File: config.mk
export PLATFORM = sky130hd
export DESIGN_NAME = p3mc_top
export DESIGN_NICKNAME = d
export VERILOG_FILES = /design/src/core/p3mc_pkg.sv /design/src/core/p3mc_route.sv /design/src/core/p3mc_top.sv
export SDC_FILE = /design/constraint.sdc
export NUM_CORES = 1
export LEC_CHECK = 0
export BUFFER_PORTS_ARGS = -buffer_cell sky130_fd_sc_hd__buf_2
export CAP_MARGIN = 20
export CORE_AREA = 5 5 42 44
export DETAILED_ROUTE_END_ITERATION = 7
export DIE_AREA = 0 0 47 49
export MAX_ROUTING_LAYER = met4
export PLACE_DENSITY = 0.73
export SLEW_MARGIN = 20
export SYNTH_ARGS = -nofsm -noshare
export SYNTH_HDL_FRONTEND = slang
export SYNTH_SLANG_ARGS = --single-unit
File: constraint.sdc
create_clock -name mclk -period 1.1 [get_ports mclk]
set_input_delay 0.33 -clock mclk [delete_from_list [all_inputs] [get_ports mclk]]
set_output_delay 0.33 -clock mclk [all_outputs]
set_load 0.005 [all_outputs]
File: src/core/p3mc_pkg.sv
package p3mc_pkg;
  localparam logic [7:0] P3MC_ADDR       = 8'hF7;
  localparam int         P3MC_BIT_P2PP   = 0;
  localparam int         P3MC_BIT_ANALOG = 1;
  localparam int         P3MC_BIT_IRAMP  = 2;
  localparam logic [2:0] P3MC_RESET      = 3'h0;
  localparam logic [4:0] P3MC_RSVD_READ  = 5'h1F;
endpackage

File: src/core/p3mc_route.sv
`timescale 1ns/10ps
`default_nettype none
// combinational pin routing from the three control bits
module p3mc_route
  import p3mc_pkg::*;
(
  // control
  input  wire logic [2:0] ctrl,
  // routing
  output logic [3:0]      digitalEn,
  output logic [3:0]      compEn,
  output logic            irampSel,
  output logic            irampPinEn,
  output logic            port2PushPull
);
  always_comb
  begin
    digitalEn     = ctrl[P3MC_BIT_ANALOG] ? 4'h0 : 4'hF;
    compEn        = ctrl[P3MC_BIT_ANALOG] ? 4'hD : 4'h0;
    irampPinEn    = ctrl[P3MC_BIT_ANALOG] & ctrl[P3MC_BIT_IRAMP];
    if (ctrl[P3MC_BIT_ANALOG] && !ctrl[P3MC_BIT_IRAMP])
    begin
      compEn[1] = 1'b1;
    end
    irampSel      = ctrl[P3MC_BIT_IRAMP];
    port2PushPull = ctrl[P3MC_BIT_P2PP];
  end
endmodule
`default_nettype wire

File: src/core/p3mc_top.sv
// The plain strobed port is this design's own decision.
`timescale 1ns/10ps
`default_nettype none
module p3mc_top
  import p3mc_pkg::*;
(
  // clock and reset
  input  wire logic       mclk,
  input  wire logic       rst,
  // register port
  input  wire logic [7:0] regAddr,
  input  wire logic [7:0] regWdata,
  input  wire logic       regWr,
  input  wire logic       regRd,
  output logic [7:0]      regRdata,
  // stop-mode recovery event, has no effect on this register
  input  wire logic       stopRecover,
  // pin routing
  output logic [3:0]      pinDigitalEn,
  output logic [3:0]      pinCompEn,
  output logic            firstCompIrSel,
  output logic            irampPinEn,
  output logic            port2PushPull
);
  logic [2:0] ctrl_q;
  logic [3:0] digD;
  logic [3:0] compD;
  logic       irD;
  logic       irPinD;
  logic       ppD;
  logic       hit;

  assign hit = (regAddr == P3MC_ADDR);

  // stopRecover deliberately not in the sensitivity of any state
  always_ff @(posedge mclk or posedge rst)
  begin
    if (rst)
      ctrl_q <= P3MC_RESET;
    else if (regWr && hit)
      ctrl_q <= regWdata[2:0];
  end

  // write-only control bits read back as zero; reserved read as ones
  always_ff @(posedge mclk or posedge rst)
  begin
    if (rst)
      regRdata <= 8'h00;
    else if (regRd && hit)
      regRdata <= {P3MC_RSVD_READ, 3'h0};
    else
      regRdata <= 8'h00;
  end

  p3mc_route u_route (
    .ctrl          (ctrl_q),
    .digitalEn     (digD),
    .compEn        (compD),
    .irampSel      (irD),
    .irampPinEn    (irPinD),
    .port2PushPull (ppD)
  );

  // registered so every output comes from a flop; one cycle after the register
  always_ff @(posedge mclk or posedge rst)
  begin
    if (rst)
    begin
      pinDigitalEn   <= 4'hF;
      pinCompEn      <= 4'h0;
      firstCompIrSel <= 1'b0;
      irampPinEn     <= 1'b0;
      port2PushPull  <= 1'b0;
    end
    else
    begin
      pinDigitalEn   <= digD;
      pinCompEn      <= compD;
      firstCompIrSel <= irD;
      irampPinEn     <= irPinD;
      port2PushPull  <= ppD;
    end
  end
endmodule
`default_nettype wire

==> key figures <==
Min path
  – Min-Delay Path Class: in -> async

Timing
  – Fin. Hold Viols: 0
  – RSZ-0062 raised after global routing: yes
  – Final setup fails: 9
  – Final Skew: 0.00284 ns
  – Final worst slack: -0.126 ns
  – Max Transition Viols Final: 0
  – Fmax: 0.816 GHz
  – Tmin final: 1.23 ns
  – Period utilization: 111%

Clock tree
  – Reg clk slew, reported paths: 0.06 ns
  – Resized Gates After CTS: 0
  – Clock buffer depth: 2
  – CTS buffer count: 3
  – CTS tree: done
  – H-tree Lvls: 1
  – Root Buffer: clkbuf_4
  – Post-cts hold buffer count: 0
  – Post-CTS setup buffer count: 0
  – TritonCTS sink count: 10
  – Worst-Skew Late Latency: 0.25 ns

Critical path
  – CP Buf/Inv Count: 1
  – CP peak stage delay: 0.54 ns
  – Delay-heaviest family, CP: flip-flops
  – Worst reg2reg path depth: 1
  – CP Cell Sequence: buf_2
  – CP Capture Point: pinDigitalEn[0]
  – FF-to-FF End: ctrl_q[2]
  – Crit. End Element: output port
  – Crit path DAT: 0.90 ns
  – Critical path origin: pinDigitalEn[2]
  – Reg2reg start: ctrl_q[2]
  – Flop-to-flop setup slack: 0.32 ns
  – CP max-delay cell: dfstp_2
  – Setup CP Type: reg -> out
  – Startpoint types: flip-flop
  – Stages on worst setup path: 1
  – Req. time, crit path: 0.77 ns
  – Highest fanout seen on the critical path: 4

Floorplan
  – Row cnt: 14
  – Io pins: 40
  – Width of the die: 47 um
  – Core area: 0.00140 mm2
  – Area of the die: 0.00230 mm2
  – Die Height: 49 um
  – Initial Util: 32.1%

Cells and area
  – Post-Layout Cell Count: 77
  – Share of cells above drive strength 1: 65.6%
  – Ant diodes: 0
  – Cell area after layout: 571 um2
  – Area growth syn-to-layout: 27.0%
  – Final #Nets: 83
  – Final core occ: 40.7%

Place
  – Place WS: -0.213 ns
  – Cells after DPL: 73
  – DP HPWL: 674 um
  – Placed cell area: 544 um2
  – Placer Congestion: 0.662
  – IO buf count: 30

Yosys
  – FF+latch count, synth: 10
  – Number of synthesized flops with an enable pin: 0
  – Post-synth top cells: buf_4 (12), dfrtp_1 (9), inv_1 (4)
  – Synthesized area: 449 um2
  – Top cell type's share of synthesized area: 50.1%
  – Post-synth top flop: dfrtp_1
  – Synth area leader: dfrtp_1
  – Asr flop ratio synth: 100%
  – Cells after Synth: 36
  – Yosys cell types: 12
  – Yosys Warn Count: 0
  – Synthesized area per cell: 12.5 um2
  – Seq/Total Area, Yosys: 56.0%
  – Synth area leaders: dfrtp_1 (50%), buf_4 (20%), mux2_2 (7.5%)
  – Top-count cell post-synth: buf_4

Route
  – Routed WL: 787 um
  – Via count: 298
  – WL/cell: 10.2 um
  – Drt first pass iters: 2
  – DRC errors left: 0
  – Initial drt markers: 5
  – Vias per cell: 3.87
  – Antenna-violating nets left: 0

Global route
  – Global route overflow: 0
  – Largest net degree at the start of global routing: 11
  – Vias in the first global route: 288
  – Initial antenna violation count: 0
  – Overall Global Routing Usage: 7.54%
  – Global-route wire length before repair: 1220 um

Pwr
  – Power density over the cells: 1240 mW/mm2
  – Peak VDD IR: 0.000616 V
  – Leakage: 0.000351 uW
  – Pwr Total: 710 uW

Job
  – # Max-Cap Violations: 0

Status
  – Outcome: finished with violations
  – Failing checks: setup timing
sequential cells by signal, summed over array words and instances, names as in the netlist:
signal	cells
pinDigitalEn	1
regRdata	1
pinCompEn	2
firstCompIrSel	1
port2PushPull	1
irampPinEn	1
ctrl_q	3
worst min-delay path by stage:
stage	start	endpoint	slack, ns
after global routing	rst	port2PushPull	0.06
after detailed placement	rst	regRdata[6]	0.31
after global placement	rst	regRdata[6]	0.31
final	rst	regRdata[6]	0.03
after CTS	rst	regRdata[6]	0.03
after floorplan	rst	ctrl_q[0]	0.17
cells in the final DEF (no fill, tap or decap):
master     n
buf_2     30
dfrtp_1    9
inv_1      4
mux2_2     3
conb_1     3
clkbuf_4   3
nand4_1    1
nand4b_4   1
nor3_2     1
nor3_1     1
and2_1     1
nor2_1     1
clkbuf_1   1
dfstp_2    1
buf_4      1
area by class of cell:
cell class,count,area [um2]
timing repair buffer,31,158
clock buffer,4,26.3
tap,16,20.0
multi-input combinational,12,100
inverter,4,15.0
fill,148,831
sequential,10,251
layer usage:
metal  share of wire (%)  track usage, %
met3                 6.7            2.21
met4                   0            2.76
met2                  65            14.3
met1                  28            6.42
met5                   0               -
power breakdown:
group / leakage, uW / internal (uW) / switching [uW]
Clock: 0.0000150 / 139 / 110
Sequential: 0.000135 / 383 / 7.27
Combinational: 0.000201 / 38.4 / 32.0
logic make-up (layout without fill, tap and decap cells):
logic type	Yosys count	in the layout	synth area share, %
simple gates	6	6	12.3
other cells	1	3	0.835
flops	10	10	56.0
buf+inv	16	39	23.4
mux	3	3	7.52
stage by stage:
stage | hold WS [ns] | setup TNS (ns)
2_1_floorplan | 0.169 | -0.173
3_3_place_gp | 0.310 | -0.604
3_5_place_dp | 0.313 | -0.637
4_1_cts | 0.0334 | -0.753
5_1_grt | 0.0634 | -1.18
6_report | 0.0304 | -0.567
(Power assumes the default switching activity.)
